$ cat src/common/pllc_pkg.sv
// Constants shared by the PLL loop and calibration control block
package pllc_pkg;
  // ==========================================================================
  // Register bus geometry and offsets
  localparam int          ADDR_W    = 8;
  localparam int          DATA_W    = 8;
  localparam logic [7:0]  OFF_LFO   = 8'h76;  // loop_filter_order_ctrl
  localparam logic [7:0]  OFF_CAL   = 8'h77;  // calibration_wait_ctrl
  localparam logic [7:0]  OFF_BW    = 8'h78;  // loop_bandwidth_ctrl

  // ==========================================================================
  // Field positions
  localparam int          LFO_LSB   = 0;
  localparam int          LFO_W     = 3;
  localparam int          CLSD_LSB  = 2;
  localparam int          VCO_LSB   = 0;
  localparam int          WAIT_W    = 2;
  localparam int          BW_BIT    = 0;

  // ==========================================================================
  // Values after reset and filter order codes
  localparam logic [2:0]  LFO_RST    = 3'h3;
  localparam logic [1:0]  CLSD_RST   = 2'h0;
  localparam logic [1:0]  VCO_RST    = 2'h1;
  localparam logic        BW_RST     = 1'b0;
  localparam logic [2:0]  LFO_SECOND = 3'h3;
  localparam logic [2:0]  LFO_THIRD  = 3'h7;

  // ==========================================================================
  // Wait periods in microseconds and their cycle counts at the core clock
  localparam int unsigned CLK_MHZ   = 50;
  localparam int unsigned CLSD_US0  = 30;
  localparam int unsigned CLSD_US1  = 300;
  localparam int unsigned CLSD_US2  = 30000;
  localparam int unsigned CLSD_US3  = 300000;
  localparam int unsigned VCO_US0   = 20;
  localparam int unsigned VCO_US1   = 400;
  localparam int unsigned VCO_US2   = 8000;
  localparam int unsigned VCO_US3   = 200000;
  localparam int unsigned CLSD_CYC0 = CLSD_US0 * CLK_MHZ;
  localparam int unsigned CLSD_CYC1 = CLSD_US1 * CLK_MHZ;
  localparam int unsigned CLSD_CYC2 = CLSD_US2 * CLK_MHZ;
  localparam int unsigned CLSD_CYC3 = CLSD_US3 * CLK_MHZ;
  localparam int unsigned VCO_CYC0  = VCO_US0 * CLK_MHZ;
  localparam int unsigned VCO_CYC1  = VCO_US1 * CLK_MHZ;
  localparam int unsigned VCO_CYC2  = VCO_US2 * CLK_MHZ;
  localparam int unsigned VCO_CYC3  = VCO_US3 * CLK_MHZ;
  localparam int          CNT_W_DEF = 24;

  // ==========================================================================
  // Calibration sequencer states
  typedef enum logic [2:0] {
    CAL_IDLE = 3'b001,
    CAL_VCO  = 3'b010,
    CAL_CLSD = 3'b100
  } pllc_cal_t;
endpackage

$ cat src/core/pllc_wait_timer.sv
// Down counter that times one calibration wait period
`timescale 1ns/100ps
module pllc_wait_timer #(
  parameter int CNT_W = 24
) (
  input  wire logic             i_clk,
  input  wire logic             i_rst,
  input  wire logic             i_load,
  input  wire logic [CNT_W-1:0] i_count,
  output logic                  o_done
);
  // ==========================================================================
  // Elaboration check
  if (CNT_W < 2) begin : g_chk
    $error("pllc_wait_timer: CNT_W must be at least 2");
  end

  logic [CNT_W-1:0] cnt_reg;

  // ==========================================================================
  // Counter; a load restarts it even mid-count
  always_ff @(posedge i_clk) begin
    if (i_rst) begin
      cnt_reg <= '0;
    end else if (i_load) begin
      cnt_reg <= i_count;
    end else if (cnt_reg != '0) begin
      cnt_reg <= cnt_reg - CNT_W'(1);
    end
  end

  // Done one cycle wide, i_count cycles after the load edge
  always_ff @(posedge i_clk) begin
    if (i_rst) begin
      o_done <= 1'b0;
    end else begin
      o_done <= !i_load && (cnt_reg == CNT_W'(1));
    end
  end
endmodule

$ cat src/core/pllc_ctrl.sv
// PLL loop filter, bandwidth and calibration wait control registers
`timescale 1ns/100ps
module pllc_ctrl
  import pllc_pkg::*;
#(
  parameter int unsigned CLSD_CYC_0 = pllc_pkg::CLSD_CYC0,
  parameter int unsigned CLSD_CYC_1 = pllc_pkg::CLSD_CYC1,
  parameter int unsigned CLSD_CYC_2 = pllc_pkg::CLSD_CYC2,
  parameter int unsigned CLSD_CYC_3 = pllc_pkg::CLSD_CYC3,
  parameter int unsigned VCO_CYC_0  = pllc_pkg::VCO_CYC0,
  parameter int unsigned VCO_CYC_1  = pllc_pkg::VCO_CYC1,
  parameter int unsigned VCO_CYC_2  = pllc_pkg::VCO_CYC2,
  parameter int unsigned VCO_CYC_3  = pllc_pkg::VCO_CYC3,
  parameter int          CNT_W      = pllc_pkg::CNT_W_DEF
) (
  input  wire logic                        i_clk,
  input  wire logic                        i_rst,
  input  wire logic [pllc_pkg::ADDR_W-1:0] i_reg_addr,
  input  wire logic                        i_reg_wr,
  input  wire logic                        i_reg_rd,
  input  wire logic [pllc_pkg::DATA_W-1:0] i_reg_wdata,
  output logic      [pllc_pkg::DATA_W-1:0] o_reg_rdata,
  output logic                             o_reg_rvalid,
  input  wire logic                        i_cal_start,
  output logic                             o_cal_busy,
  output logic                             o_cal_done,
  output logic      [2:0]                  o_loop_filter_order_sel,
  output logic                             o_second_order,
  output logic                             o_third_order,
  output logic                             o_filter_reserved,
  output logic      [1:0]                  o_closed_loop_wait_sel,
  output logic      [1:0]                  o_vco_settle_wait_sel,
  output logic                             o_narrow_loop_bw_en
);
  import pllc_pkg::*;

  // ==========================================================================
  // Elaboration checks
  localparam longint unsigned MAX_CNT = (64'd1 << CNT_W) - 64'd1;
  if (CNT_W < 2 || CNT_W > 32) begin : g_chk_w
    $error("pllc_ctrl: CNT_W must lie in 2..32");
  end
  if (CLSD_CYC_0 < 1 || CLSD_CYC_1 < 1 || CLSD_CYC_2 < 1 || CLSD_CYC_3 < 1 ||
      VCO_CYC_0 < 1 || VCO_CYC_1 < 1 || VCO_CYC_2 < 1 || VCO_CYC_3 < 1) begin : g_chk_min
    $error("pllc_ctrl: every wait count must be at least 1");
  end
  if (CLSD_CYC_3 > MAX_CNT || VCO_CYC_3 > MAX_CNT ||
      CLSD_CYC_2 > MAX_CNT || VCO_CYC_2 > MAX_CNT) begin : g_chk_max
    $error("pllc_ctrl: wait count does not fit CNT_W");
  end

  // Maps a two-bit wait code onto its cycle count
  function automatic logic [CNT_W-1:0] pick_wait(input logic [1:0]  code,
                                                 input int unsigned c0,
                                                 input int unsigned c1,
                                                 input int unsigned c2,
                                                 input int unsigned c3);
    case (code)
      2'h0:    pick_wait = CNT_W'(c0);
      2'h1:    pick_wait = CNT_W'(c1);
      2'h2:    pick_wait = CNT_W'(c2);
      default: pick_wait = CNT_W'(c3);
    endcase
  endfunction

  logic [2:0]       lfo_reg;
  logic [1:0]       clsd_reg;
  logic [1:0]       vco_reg;
  logic             bw_reg;
  pllc_cal_t        cal_reg;
  logic             tmr_load;
  logic [CNT_W-1:0] tmr_count;
  logic             tmr_done;
  logic             wr_lfo;
  logic             wr_cal;
  logic             wr_bw;

  // ==========================================================================
  // Register writes
  assign wr_lfo = i_reg_wr && (i_reg_addr == OFF_LFO);
  assign wr_cal = i_reg_wr && (i_reg_addr == OFF_CAL);
  assign wr_bw  = i_reg_wr && (i_reg_addr == OFF_BW);

  // Filter order store
  // Reserved codes are stored as written so software reads back its mistake
  always_ff @(posedge i_clk) begin
    if (i_rst) begin
      lfo_reg <= LFO_RST;
    end else if (wr_lfo) begin
      lfo_reg <= i_reg_wdata[LFO_LSB +: LFO_W];
    end
  end

  always_ff @(posedge i_clk) begin
    if (i_rst) begin
      clsd_reg <= CLSD_RST;
      vco_reg  <= VCO_RST;
    end else if (wr_cal) begin
      clsd_reg <= i_reg_wdata[CLSD_LSB +: WAIT_W];
      vco_reg  <= i_reg_wdata[VCO_LSB +: WAIT_W];
    end
  end

  always_ff @(posedge i_clk) begin
    if (i_rst) begin
      bw_reg <= BW_RST;
    end else if (wr_bw) begin
      bw_reg <= i_reg_wdata[BW_BIT];
    end
  end

  // ==========================================================================
  // Register reads, answered one cycle after the strobe
  // Reserved bits zero; unmapped offsets read all zero
  always_ff @(posedge i_clk) begin
    if (i_rst) begin
      o_reg_rdata  <= '0;
      o_reg_rvalid <= 1'b0;
    end else begin
      o_reg_rvalid <= i_reg_rd;
      o_reg_rdata  <= '0;
      if (i_reg_rd) begin
        case (i_reg_addr)
          OFF_LFO: o_reg_rdata <= {5'h00, lfo_reg};
          OFF_CAL: o_reg_rdata <= {4'h0, clsd_reg, vco_reg};
          OFF_BW:  o_reg_rdata <= {7'h00, bw_reg};
          default: o_reg_rdata <= '0;
        endcase
      end
    end
  end

  // ==========================================================================
  // Analog controls
  assign o_loop_filter_order_sel = lfo_reg;
  assign o_second_order          = (lfo_reg == LFO_SECOND);
  assign o_third_order           = (lfo_reg == LFO_THIRD);
  assign o_filter_reserved       = !o_second_order && !o_third_order;
  assign o_closed_loop_wait_sel  = clsd_reg;
  assign o_vco_settle_wait_sel   = vco_reg;
  assign o_narrow_loop_bw_en     = bw_reg;

  // ==========================================================================
  // Calibration sequencer: VCO settle wait, then closed-loop settle wait
  // Codes are sampled when each wait starts; a closed-loop code written during the VCO wait applies to this run
  // Wait period selection
  always_comb begin
    tmr_load  = 1'b0;
    tmr_count = pick_wait(vco_reg, VCO_CYC_0, VCO_CYC_1, VCO_CYC_2, VCO_CYC_3);
    case (cal_reg)
      CAL_IDLE: begin
        tmr_load = i_cal_start;
      end
      CAL_VCO: begin
        tmr_load  = tmr_done;
        tmr_count = pick_wait(clsd_reg, CLSD_CYC_0, CLSD_CYC_1, CLSD_CYC_2, CLSD_CYC_3);
      end
      default: begin
        tmr_load = 1'b0;
      end
    endcase
  end

  // Start pulses during a run are ignored
  always_ff @(posedge i_clk) begin
    if (i_rst) begin
      cal_reg    <= CAL_IDLE;
      o_cal_done <= 1'b0;
    end else begin
      o_cal_done <= 1'b0;
      case (cal_reg)
        CAL_IDLE: if (i_cal_start) begin
          cal_reg <= CAL_VCO;
        end
        CAL_VCO: if (tmr_done) begin
          cal_reg <= CAL_CLSD;
        end
        CAL_CLSD: if (tmr_done) begin
          cal_reg    <= CAL_IDLE;
          o_cal_done <= 1'b1;
        end
        default: cal_reg <= CAL_IDLE;
      endcase
    end
  end

  assign o_cal_busy = (cal_reg != CAL_IDLE);

  pllc_wait_timer #(
    .CNT_W (CNT_W)
  ) u_timer (
    .i_clk   (i_clk),
    .i_rst   (i_rst),
    .i_load  (tmr_load),
    .i_count (tmr_count),
    .o_done  (tmr_done)
  );

  // ==========================================================================
  // Checks; helper counts cycles since the timer was loaded
  logic [CNT_W-1:0] elapsed_reg;
  logic [CNT_W-1:0] expect_reg;
  always_ff @(posedge i_clk) begin
    if (i_rst) begin
      elapsed_reg <= '0;
      expect_reg  <= '0;
    end else if (tmr_load) begin
      elapsed_reg <= '0;
      expect_reg  <= tmr_count;
    end else if (o_cal_busy) begin
      elapsed_reg <= elapsed_reg + CNT_W'(1);
    end
  end

  reset_vals_a: assert property (@(posedge i_clk) disable iff (i_rst)
    $fell(i_rst) |-> lfo_reg == LFO_RST && clsd_reg == CLSD_RST && vco_reg == VCO_RST
                     && !o_narrow_loop_bw_en)
    else $error("register reset value wrong");
  second_order_a: assert property (@(posedge i_clk) disable iff (i_rst)
    wr_lfo && i_reg_wdata[2:0] == 3'h3 |=> o_second_order && !o_third_order)
    else $error("code 3 did not select second order");
  third_order_a: assert property (@(posedge i_clk) disable iff (i_rst)
    wr_lfo && i_reg_wdata[2:0] == 3'h7 |=> o_third_order && !o_second_order)
    else $error("code 7 did not select third order");
  filter_rsvd_a: assert property (@(posedge i_clk) disable iff (i_rst)
    wr_lfo && i_reg_wdata[1:0] != 2'h3 |=> o_filter_reserved)
    else $error("reserved filter code not flagged");
  rsvd_zero_a: assert property (@(posedge i_clk) disable iff (i_rst)
    i_reg_rd && i_reg_addr == OFF_LFO |=> o_reg_rvalid && o_reg_rdata[7:3] == 5'h00
                                          && o_reg_rdata[2:0] == $past(lfo_reg))
    else $error("reserved bits not zero on read");
  narrow_bw_a: assert property (@(posedge i_clk) disable iff (i_rst)
    wr_bw && i_reg_wdata[0] |=> o_narrow_loop_bw_en)
    else $error("narrow bandwidth not entered");
  // A write in the following cycle may legally set the bit again
  normal_bw_a: assert property (@(posedge i_clk) disable iff (i_rst)
    wr_bw && !i_reg_wdata[0] ##1 !wr_bw |-> !o_narrow_loop_bw_en [*2])
    else $error("normal bandwidth not kept");
  vco_wait_a: assert property (@(posedge i_clk) disable iff (i_rst)
    cal_reg == CAL_VCO && tmr_done |-> elapsed_reg == expect_reg)
    else $error("VCO wait length wrong");
  clsd_wait_a: assert property (@(posedge i_clk) disable iff (i_rst)
    cal_reg == CAL_CLSD && tmr_done |=> o_cal_done && !o_cal_busy
                                        && $past(elapsed_reg) == $past(expect_reg))
    else $error("closed-loop wait length wrong");

  cal_run_c: cover property (@(posedge i_clk) disable iff (i_rst) o_cal_done);
  third_sel_c: cover property (@(posedge i_clk) disable iff (i_rst) o_third_order);
  narrow_c: cover property (@(posedge i_clk) disable iff (i_rst) $rose(o_narrow_loop_bw_en));
endmodule

$ cat config.mk
export PLATFORM = sky130hd
export DESIGN_NAME = pllc_ctrl
export DESIGN_NICKNAME = d
export VERILOG_FILES = /design/src/common/pllc_pkg.sv /design/src/core/pllc_wait_timer.sv /design/src/core/pllc_ctrl.sv
export SDC_FILE = /design/constraint.sdc
export NUM_CORES = 1
export LEC_CHECK = 0
export ABC_AREA = 1
export BUFFER_PORTS_ARGS = -buffer_cell sky130_fd_sc_hd__buf_4
export CORE_MARGIN = 2
export CORE_UTILIZATION = 50
export DETAILED_ROUTE_END_ITERATION = 7
export PLACE_DENSITY_LB_ADDON = 0.2
export SLEW_MARGIN = 10
export SYNTH_ARGS = -nofsm -noshare
export SYNTH_HDL_FRONTEND = slang
export SYNTH_SLANG_ARGS = --single-unit
$ cat constraint.sdc
create_clock -name i_clk -period 1.75 [get_ports i_clk]
set_input_delay 0.175 -clock i_clk [delete_from_list [all_inputs] [get_ports i_clk]]
set_output_delay 0.175 -clock i_clk [all_outputs]
set_load 0.05 [all_outputs]
**After elaboration in Yosys (flattened, before gate mapping)**

Index checks and enable logic that the tools add are counted.

- Flip-flop bits (word level): 46
- Bits of input ports: 21
- Output and inout port bits: 22
- Logic and storage cells: 57

- Add/subtract/negate cells: 1
- Equal/unequal tests: 17
- Mux-type cells: 12
- Bitwise logic cells: 2
- Reductions and logical operators: 15

Operators with widths:

| kind | count |
|---|---|
| 24-bit case mux with 3 select lines | 2 |
| 24-bit two-way mux | 3 |
| 24-bit by 1-bit equality test with 1-bit output (second input constant) | 1 |
| 8-bit by 7-bit equality test with 1-bit output (second input constant) | 3 |
| 24-bit nonzero test | 1 |
| 24-bit by 1-bit subtractor with 24-bit output (second input constant) | 1 |
| 4-bit case mux with 3 select lines | 1 |
| 3-bit two-way mux | 3 |
| 3-bit case mux with 3 select lines | 1 |
| 3-bit by 2-bit equality test with 1-bit output (second input constant) | 2 |
| 3-bit equality test (second input constant) | 2 |
| 1-bit logical AND | 5 |
| 2-bit by 1-bit equality test with 1-bit output (second input constant) | 2 |
| 2-bit equality test (second input constant) | 2 |
| 2-bit zero test | 2 |
| 2-bit by 1-bit != test with 1-bit output (second input constant) | 2 |
| 2-bit OR reduction | 2 |
| 3-bit by 1-bit equality test with 1-bit output (second input constant) | 1 |
| 1-bit zero test | 3 |
| 3-bit by 1-bit != test with 1-bit output (second input constant) | 1 |
| 3-bit AND reduction | 1 |
| 2-bit != test (second input constant) | 1 |
| 1-bit inverter | 2 |
| 1-bit case mux with 2 select lines | 1 |
| other kinds (2) | 2 |

**Longest topological paths before layout**

Gate-level depths: netlist (run 1).

- Depth after elaboration: 4
- Depth in mapped cells: 11
- Mapped depth without buffers: 10

**Cells and area by module**

From an unflattened synthesis (run 1), not the netlist that was laid out.

- Cell total of the unflattened synthesis: 434
- Area, all modules: 2,854.0 µm²

By module, submodules not included:

| module | instances | cells each | area an instance (µm²) | seq. area each (µm²) |
|---|---|---|---|---|
| pllc_wait_timer | 1 | 273 | 1,717.9 | 500.5 |
| pllc_ctrl | 1 | 161 | 1,136.1 | 340.3 |

**Least setup slack after synthesis (run 1)**

OpenSTA, ideal clock, no wires.

- Kind: reg2out
- From: reg lfo_reg[0], in the netlist o_loop_filter_order_sel[0]
- To: out o_second_order
- Arrival: 1,910 ps
- Data required time: 1,575 ps
- Path slack: -335 ps
- Stages on the path, launching flop included: 3
- Path buffers: 0
- Path through: dfxtp_1 -> nand2_1 -> nor2_1

- Longest elaborated chain between the ends: 1

RTL lines:

| item | line | RTL |
|---|---|---|
| start: declaration | pllc_ctrl.sv:66 | `logic [2:0] lfo_reg;` |
| start signal: assignment | pllc_ctrl.sv:90 | `lfo_reg <= i_reg_wdata[LFO_LSB +: LFO_W];` |
| 3-bit by 2-bit equality test with 1-bit output | pllc_ctrl.sv:136 | `assign o_second_order = (lfo_reg == LFO_SECOND);` |
| end: declaration | pllc_ctrl.sv:28 | `output logic o_second_order,` |

No other way between the ends.

**Final worst setup path (run 1)**

- From: reg u_timer.cnt_reg[0]
- To: reg u_timer.cnt_reg[21]

- Longest elaborated chain between the ends: 3
- Elaborated cells between the ends (all ways): 5
- Those cells by class: add/sub: 1; mux: 2; reduce/logical: 2

RTL lines:

| item | line | RTL |
|---|---|---|
| start: declaration | pllc_wait_timer.sv:18 | `logic [CNT_W-1:0] cnt_reg;` |
| start signal: assignment | pllc_wait_timer.sv:26 | `cnt_reg <= i_count;` |
| start signal: assignment | pllc_wait_timer.sv:28 | `cnt_reg <= cnt_reg - CNT_W'(1);` |
| 24-bit by 1-bit subtractor with 24-bit output | pllc_wait_timer.sv:28 |  |
| 24-bit two-way mux | pllc_wait_timer.sv:27 | `end else if (cnt_reg != '0) begin` |
| 24-bit two-way mux | pllc_wait_timer.sv:25 | `end else if (i_load) begin` |

Parallel ways exist; a longest one is shown, timed or not. The select of a mux whose other input is x is not followed.
A chain may end at the register's enable or synchronous reset.

==> results of run 1 <==
critical path, stage by stage (launching register included):
cell and delay [ns]:
dfxtp_1 0.34, inv_1 0.12, ha_1 0.18, nand2_1 0.07
nor2_1 0.23, nand3_4 0.17, nor2_4 0.19, nor2_1 0.10
a21oi_1 0.15
cell families (layout without fill, tap and decap cells):
| logic type | Yosys count | after routing | synth area share |
|---|---|---|---|
| AND/OR/NAND/NOR | 245 | 245 | 0.409 |
| buffers and inverters | 58 | 100 | 0.0964 |
| AO/OA/AOI/OAI | 54 | 54 | 0.110 |
| flip-flops | 42 | 42 | 0.307 |
| adder cells (fa/ha/maj) | 14 | 14 | 0.0640 |
| XOR/XNOR | 4 | 4 | 0.0128 |
| other | 1 | 4 | 0.00137 |
layout make-up:
type	instances	area share
repair buffers	45	0.104
inverters	48	0.0570
clock buffers	6	0.0254
multi-input cells	321	0.519
flip-flops and latches	42	0.259
clock inverters	1	0.00924
well taps	70	0.0269
what timing repair did:
| item | 4_1_cts | 5_1_grt |
|---|---|---|
| setup endpoints to repair | 0 | 7 |
| gates resized for setup | 0 | 5 |
| setup buffers | 0 | 0 |
per-layer routing:
metal	vias to the layer above	share of wire
li1	1419	-
met1	1238	0.45
met2	80	0.46
met3	14	0.071
met4	0	0.019
met5	-	0
report_power, final:
part	internal, mW	total (mW)	switching [mW]
clock network	0.457	0.802	0.345
logic	0.816	2.40	1.59
registers	1.15	1.35	0.196
stage by stage:
stage               cell area (um^2)  cells  setup WS, ns  hold WS [ns]   util
finish                          3250    533         0.138        0.0966  0.625
global route                    3250    533     -0.000186         0.111  0.625
CTS                             3230    533         0.102        0.0945  0.620
detailed placement              3110    526         0.133         0.396  0.598
global placement                3110    526         0.161         0.394  0.598
floorplan                       2770    421        0.0532         0.244      -
cells in the mapped netlist (all sizes together) (3+ instances only):
cell type / n
a21oi: 29
buf: 8
dfxtp: 42
ha: 14
inv: 48
nand2: 111
nand3: 32
nand4: 10
nor2: 81
nor3: 5
o21ai: 17
o21bai: 3
worst max-delay path by stage:
stage,start,endpoint,cells past startpoint
6_report,u_timer.cnt_reg[0]$_SDFFE_PP0P_,u_timer.cnt_reg[21]$_SDFFE_PP0P_,8
5_1_grt,u_timer.cnt_reg[18]$_SDFFE_PP0P_,u_timer.cnt_reg[8]$_SDFFE_PP0P_,8
4_1_cts,u_timer.cnt_reg[5]$_SDFFE_PP0P_,u_timer.cnt_reg[22]$_SDFFE_PP0P_,7
3_5_place_dp,u_timer.cnt_reg[5]$_SDFFE_PP0P_,u_timer.cnt_reg[22]$_SDFFE_PP0P_,7
3_3_place_gp,u_timer.cnt_reg[5]$_SDFFE_PP0P_,u_timer.cnt_reg[21]$_SDFFE_PP0P_,7
2_1_floorplan,o_closed_loop_wait_sel[0]$_SDFFE_PP0P_,u_timer.cnt_reg[14]$_SDFFE_PP0P_,8
cells in the final DEF (no fill, tap or decap), types with 4 or more instances in the layout:
cell / n
nor2_2: 7
conb_1: 4
o21ai_0: 14
buf_4: 45
nor3_1: 4
nand2_2: 4
inv_1: 46
dfxtp_1: 42
nand2_1: 104
ha_1: 14
nand4_1: 9
nand3_1: 29
clkbuf_8: 6
nor2_1: 67
a21oi_1: 26
nor2_4: 7
==> summary.txt, run 1 <==
Run status
  – Outcome: complete, no violations

Drt
  – Initial drt markers: 258
  – Vias: 2751
  – Post-route ant nets: 0
  – DR DRC count: 0
  – Routed len/inst: 12.9 um
  – Pre-Repair DR Iteration Count: 5
  – Vias per inst: 5.16
  – Total wire length: 6890 um

Floorplanning
  – Boundary Pins: 43
  – Die Ht: 78.0 um
  – Row count: 26
  – Core ar.: 5200 um^2
  – Full die area: 6080 um^2
  – Initial Util: 0.526
  – Die width: 78.0 um

Power and ir drop
  – Static leakage: 1.60 nW
  – Tot Pwr: 4.55 mW
  – Power density cells: 1400 nW/um^2
  – Peak supply drop: 0.609 mV

Place
  – Port Buf Inserts: 34
  – RD Place Congestion: 0.941
  – Hpwl dp: 5370 um

GRT
  – Gr ovfl total: 0
  – Total global-route track usage: 0.239
  – Initial antenna violation count: 0
  – GRT Max-Usage Layer: met2
  – Vias in the first global route: 2606
  – Met3 Use GR: 0.0360
  – Global-route track usage on met1: 0.314
  – First-pass GRT wire length: 11700 um
  – Largest net degree at the start of global routing: 15
  – Met2 Use GR: 0.403

Clock network
  – CTS tree: yes
  – CTS sink count: 42
  – H-tree depth: 2
  – Skew-Pair Late Insertion Delay: 0.30 ns
  – Clock buffer depth: 2
  – Clock Tree Root: clkbuf_8
  – Num CTS Buffers: 5
  – Hold buffers post-CTS: 0
  – Worst-path clk slew: 0.09 ns

STA
  – Clock skew: 0.0124 ns
  – Tcrit/Tclk final: 0.921
  – Max Clk Rate: 620 MHz
  – Max Slew Vio Count: 0
  – Fin Setup TNS: 0 ns
  – Fin. Hold Viols: 0
  – Fin crit period: 1.61 ns
  – Setup-failing EPs final: 0

Synth
  – YS warnings: 0
  – #FFs+latches synth: 42
  – Synth unique cells: 37
  – Post-synth EDFFs: 0
  – Ys async rst share: 0
  – Synth top area share: 0.307
  – Post-synth top flop: dfxtp_1
  – Leading area contributor after synthesis: dfxtp_1
  – Synth top area cells: dfxtp_1 (31%), nand2_1 (15%), nor2_1 (9.5%)
  – Synthesized instance count: 418
  – Share of the yosys chip area belonging to registers: 0.307
  – Post-synthesis area per instance: 6.55 um^2
  – Post-Syn Area: 2740 um^2

Layout
  – Area delta synth->final: 18.7%
  – Multi-input gate area: 1690 um^2
  – # diodes: 0
  – Share of cells above drive strength 1: 0.181
  – Max reg flops: 24
  – Number of fillers in the final layout: 499
  – FF+latch area: 841 um^2
  – Nets: 498

Worst setup path
  – CP Data Required Time: 1.98 ns
  – CP Max Fanout: 6
  – Type of origin of the critical path: flip-flop
  – Worst R2R Setup Slack: 0.14 ns
  – R2r endpoint: u_timer.cnt_reg[21]$_SDFFE_PP0P_
  – Worst setup EP type: flip-flop
  – Worst EP arrival: 1.84 ns
  – Setup CP Type: flip-flop to flip-flop
  – Worst r2r path cells: 8
  – FF-to-FF Start: u_timer.cnt_reg[0]$_SDFFE_PP0P_

Worst hold path
  – Hold Path Class: input port to flip-flop
  – Min-Delay Endpoint: o_loop_filter_order_sel[1]$_SDFFE_PP1P_
  – Hold Crit Depth: 3
  – Hold Path Origin: i_reg_wdata[1]

Flow run
  – Max Cap Violations: 0
Note: power is estimated with default switching activity, not from simulation.
==> run 2, diff against run 1 <==
--- a/config.mk
+++ b/config.mk
@@ -11,7 +11,8 @@
 export CORE_UTILIZATION = 50
 export DETAILED_ROUTE_END_ITERATION = 7
 export PLACE_DENSITY_LB_ADDON = 0.2
-export SLEW_MARGIN = 10
+export SLEW_MARGIN = 20
 export SYNTH_ARGS = -nofsm -noshare
 export SYNTH_HDL_FRONTEND = slang
+export SYNTH_HIERARCHICAL = 1
 export SYNTH_SLANG_ARGS = --single-unit
==> run 2 against run 1 <==
Effect of this change:
- first-iteration DRC count fell by 43%
- utilization fell by 0.92 points
- critical endpoint is now u_timer/cnt_reg[10]$_SDFFE_PP0P_
- largest power group unchanged
- global-route usage fell by 0.28 points
- largest cell class unchanged
- sequential power fell by 13%
- fmax rose by 0.70%
- final area rose by 4.2%
- clock skew fell by 0.0027 ns
==> summary.txt, run 2 <==
Synth
  – Synthesized instance count: 434 (+3.8%)
  – Ys async rst share: 0 (unchanged)
  – Synth top area share: 0.295 (-0.0125)
  – Most frequent cells after synthesis: nand2_1 (106), nor2_1 (83), dfxtp_1 (42), inv_1 (42), nand3_1 (39)
  – Post-synth top flop: dfxtp_1
  – #FFs+latches synth: 42 (unchanged)
  – Synth top area cells: dfxtp_1 (29%), nand2_1 (14%), nor2_1 (11%)
  – Synth unique cells: 35 (-5.4%)
  – Post-synthesis area per instance: 6.58 um^2 (+0.41%)
  – Top-count cell post-synth: nand2_1
  – Post-Syn Area: 2850 um^2 (+4.3%)
  – Share of the yosys chip area belonging to registers: 0.295 (-0.0125)
  – YS warnings: 6 (+6)
  – Leading area contributor after synthesis: dfxtp_1
  – Post-synth EDFFs: 0 (unchanged)

Drt
  – Pre-Repair DR Iteration Count: 4 (-1)
  – Vias: 2720 (-1.1%)
  – Total wire length: 6830 um (-0.80%)
  – Post-route ant nets: 0 (unchanged)
  – DR DRC count: 0 (unchanged)
  – Initial drt markers: 147 (-43%)
  – Routed len/inst: 12.4 um (-3.9%)
  – Vias per inst: 4.95 (-4.2%)

Worst setup path
  – CP Data Required Time: 1.94 ns (-0.04 ns)
  – Setup CP Type: flip-flop to flip-flop
  – Type of origin of the critical path: flip-flop
  – Slowest stage delay, CP: 0.39 ns (+0.05 ns)
  – Slowest CP cell: dfxtp_1
  – Worst EP arrival: 1.79 ns (-0.05 ns)
  – Worst-path cell chain: nor2_1, nand2_1, inv_2, nand2_1, nand2_4, nor3_4, nand3_2, nor2_4, buf_12, nor2_1, nand2_1, nor2_1
  – Worst setup EP type: flip-flop
  – CP delay by family, top: simple AND/OR/NAND/NOR gates
  – WP buf/inv: 2 (+1)
  – CP Max Fanout: 9 (+3)

STA
  – Fin Setup TNS: 0 ns (unchanged)
  – Max Slew Vio Count: 0 (unchanged)
  – Setup-failing EPs final: 0 (unchanged)
  – Fin crit period: 1.60 ns (-0.0112 ns)
  – Max Clk Rate: 625 MHz (+0.70%)
  – Tcrit/Tclk final: 0.915 (-0.00641)
  – Fin. Hold Viols: 0 (unchanged)
  – Clock skew: 0.00975 ns (-0.00270 ns)
  – Min Hold Slack: 0.0849 ns (-0.0117 ns)

Power and ir drop
  – Peak supply drop: 0.397 mV (-35%)
  – Static leakage: 1.68 nW (+5.2%)
  – Power Internal: 1.80 mW (-26%)
  – Reg power frac: 0.378 (+0.082)
  – Clk network pwr share: 0.220 (+0.044)
  – Logic pwr share: 0.402 (-0.126)
  – Sw frac: 0.417 (-0.0510)
  – Power density cells: 913 nW/um^2 (-35%)
  – NetSw: 1.29 mW (-39%)

Floorplanning
  – Core ar.: 5510 um^2 (+5.8%)
  – Full die area: 6330 um^2 (+4.0%)
  – Initial Util: 0.518 (-0.00767)
  – Die Ht: 79.6 um (+2.0%)
  – Row count: 27 (+3.8%)
  – Die width: 79.6 um (+2.0%)
  – Boundary Pins: 43 (unchanged)

Clock network
  – H-tree depth: 2 (unchanged)
  – Clock Tree Root: clkbuf_8
  – Clock buffer depth: 2 (unchanged)
  – Hold buffers post-CTS: 0 (unchanged)
  – Worst-path clk slew: 0.08 ns (about the same)
  – Skew-Pair Late Insertion Delay: 0.31 ns (about the same)
  – Num CTS Buffers: 5 (unchanged)
  – CTS tree: yes
  – CTS sink count: 42 (unchanged)

GRT
  – Initial antenna violation count: 0 (unchanged)
  – Gr ovfl total: 0 (unchanged)
  – Total global-route track usage: 0.237 (-0.00278)
  – First-pass GRT wire length: 11900 um (+2.0%)
  – Vias in the first global route: 2629 (+0.88%)
  – Largest net degree at the start of global routing: 21 (+6)

Layout
  – Area delta synth->final: 18.7% (about the same)
  – Final instance area: 3390 um^2 (+4.2%)
  – Number of fillers in the final layout: 529 (+6.0%)
  – Nets: 513 (+3.0%)
  – # diodes: 0 (unchanged)
  – Share of cells above drive strength 1: 0.195 (+0.0131)
  – Commonest non-fill, non-tap cell in the layout: nand2_1
  – Max reg flops: 24 (unchanged)
  – Highest-count cells in the layout ignoring fill and taps: nand2_1 (104), nor2_1 (81), inv_1 (42), dfxtp_1 (42), buf_4 (41)
  – Final Util: 0.615 (-0.00920)

Flow run
  – Max Cap Violations: 0 (unchanged)

Run status
  – Outcome: complete, no violations

Place
  – Port Buf Inserts: 34 (unchanged)
  – Placed Area: 3230 um^2 (+3.7%)
  – RD Place Congestion: 0.867 (-7.8%)
  – Hpwl dp: 5230 um (-2.5%)

Worst hold path
  – Hold Path Class: input port to flip-flop
[run 2: cell types whose count changed in the layout (fill, tap and decap cells not counted), moves of 3 or more]
cell,delta
a21oi_1,-15
nor2_1,+14
nand3_1,+10
o21ai_0,-9
nor2_4,+5
o211ai_1,+5
buf_4,-4
inv_1,-4
a21oi_2,-3
conb_1,+3
inv_2,+3
o21bai_1,-3
[run 2: final timing paths]
path | startpoint | to | slack (ns) | depth (start not counted)
setup / recovery | cal_reg[0]$_SDFFE_PP1P_ | u_timer/cnt_reg[10]$_SDFFE_PP0P_ | 0.15 | 12
hold / removal | i_reg_wdata[1] | o_loop_filter_order_sel[1]$_SDFFE_PP1P_ | 0.08 | 3
setup reg to reg | cal_reg[0]$_SDFFE_PP1P_ | u_timer/cnt_reg[10]$_SDFFE_PP0P_ | 0.15 | 12
hold reg to reg | u_timer/o_done$_SDFF_PP0_ | o_cal_done$_SDFF_PP0_ | 0.48 | 2
[run 2: repair_timing]
action,CTS,global route
cloned,0,1
buffers inserted,0,1
hold endpoints to repair,0,0
gates resized for setup,2,6
endpoints found under the setup margin,9,22
pin swaps,1,3
[run 2: final cells by class]
type / instances / area, um^2 / area share
clock inverter: 2 / 12.5 / 0.00369
clock buffer: 6 / 82.6 / 0.0244
tap: 72 / 90.1 / 0.0266
sequential: 42 / 841 / 0.248
timing repair buffer: 43 / 348 / 0.103
multi-input combinational: 338 / 1840 / 0.542
inverter: 47 / 176 / 0.0521
[run 2: power by group through the flow]
stage          sequential (mW)  clock [mW]  combinational, mW
2_1_floorplan             1.17           0              0.944
3_3_place_gp              1.18           0               1.14
3_5_place_dp              1.19           0               1.16
4_1_cts                   1.17       0.693               1.19
5_1_grt                   1.18       0.738               1.41
6_report                  1.17       0.681               1.24
[run 2: stage by stage]
step / setup WS (ns) / instances / power, mW
after floorplan: 0.0102 / 440 / 2.11
after global placement: 0.0620 / 540 / 2.32
after detailed placement: -0.0353 / 540 / 2.35
after CTS: 0.0550 / 548 / 3.05
after global routing: -0.0133 / 550 / 3.33
final: 0.149 / 550 / 3.09
[run 2: cell families (layout without fill, tap and decap cells)]
group | after synthesis | after routing | share of synthesized area
compound gates | 29 | 29 | 0.0596
xor+xnor | 8 | 8 | 0.0245
fa+ha+maj | 15 | 15 | 0.0658
buf+inv | 61 | 98 | 0.0956
flops | 42 | 42 | 0.295
mux | 1 | 1 | 0.00351
other cells | 1 | 7 | 0.00131
simple gates | 277 | 278 | 0.455
[run 2: per-layer routing]
layer / share of wire / global-route usage / vias up
met5: 0 / 0 / -
met4: 0.010 / 0.0603 / 0
met3: 0.043 / 0.0385 / 7
met2: 0.50 / 0.431 / 56
met1: 0.45 / 0.287 / 1208
li1: - / - / 1449
[run 2: worst reg2reg max path, stage by stage (launching register included)]
cell	delay (ns)
dfxtp_1	0.39
nor2_1	0.07
nand2_1	0.08
inv_2	0.04
nand2_1	0.12
nand2_4	0.09
nor3_4	0.19
nand3_2	0.12
nor2_4	0.14
buf_12	0.14
nor2_1	0.04
nand2_1	0.05
nor2_1	0.04
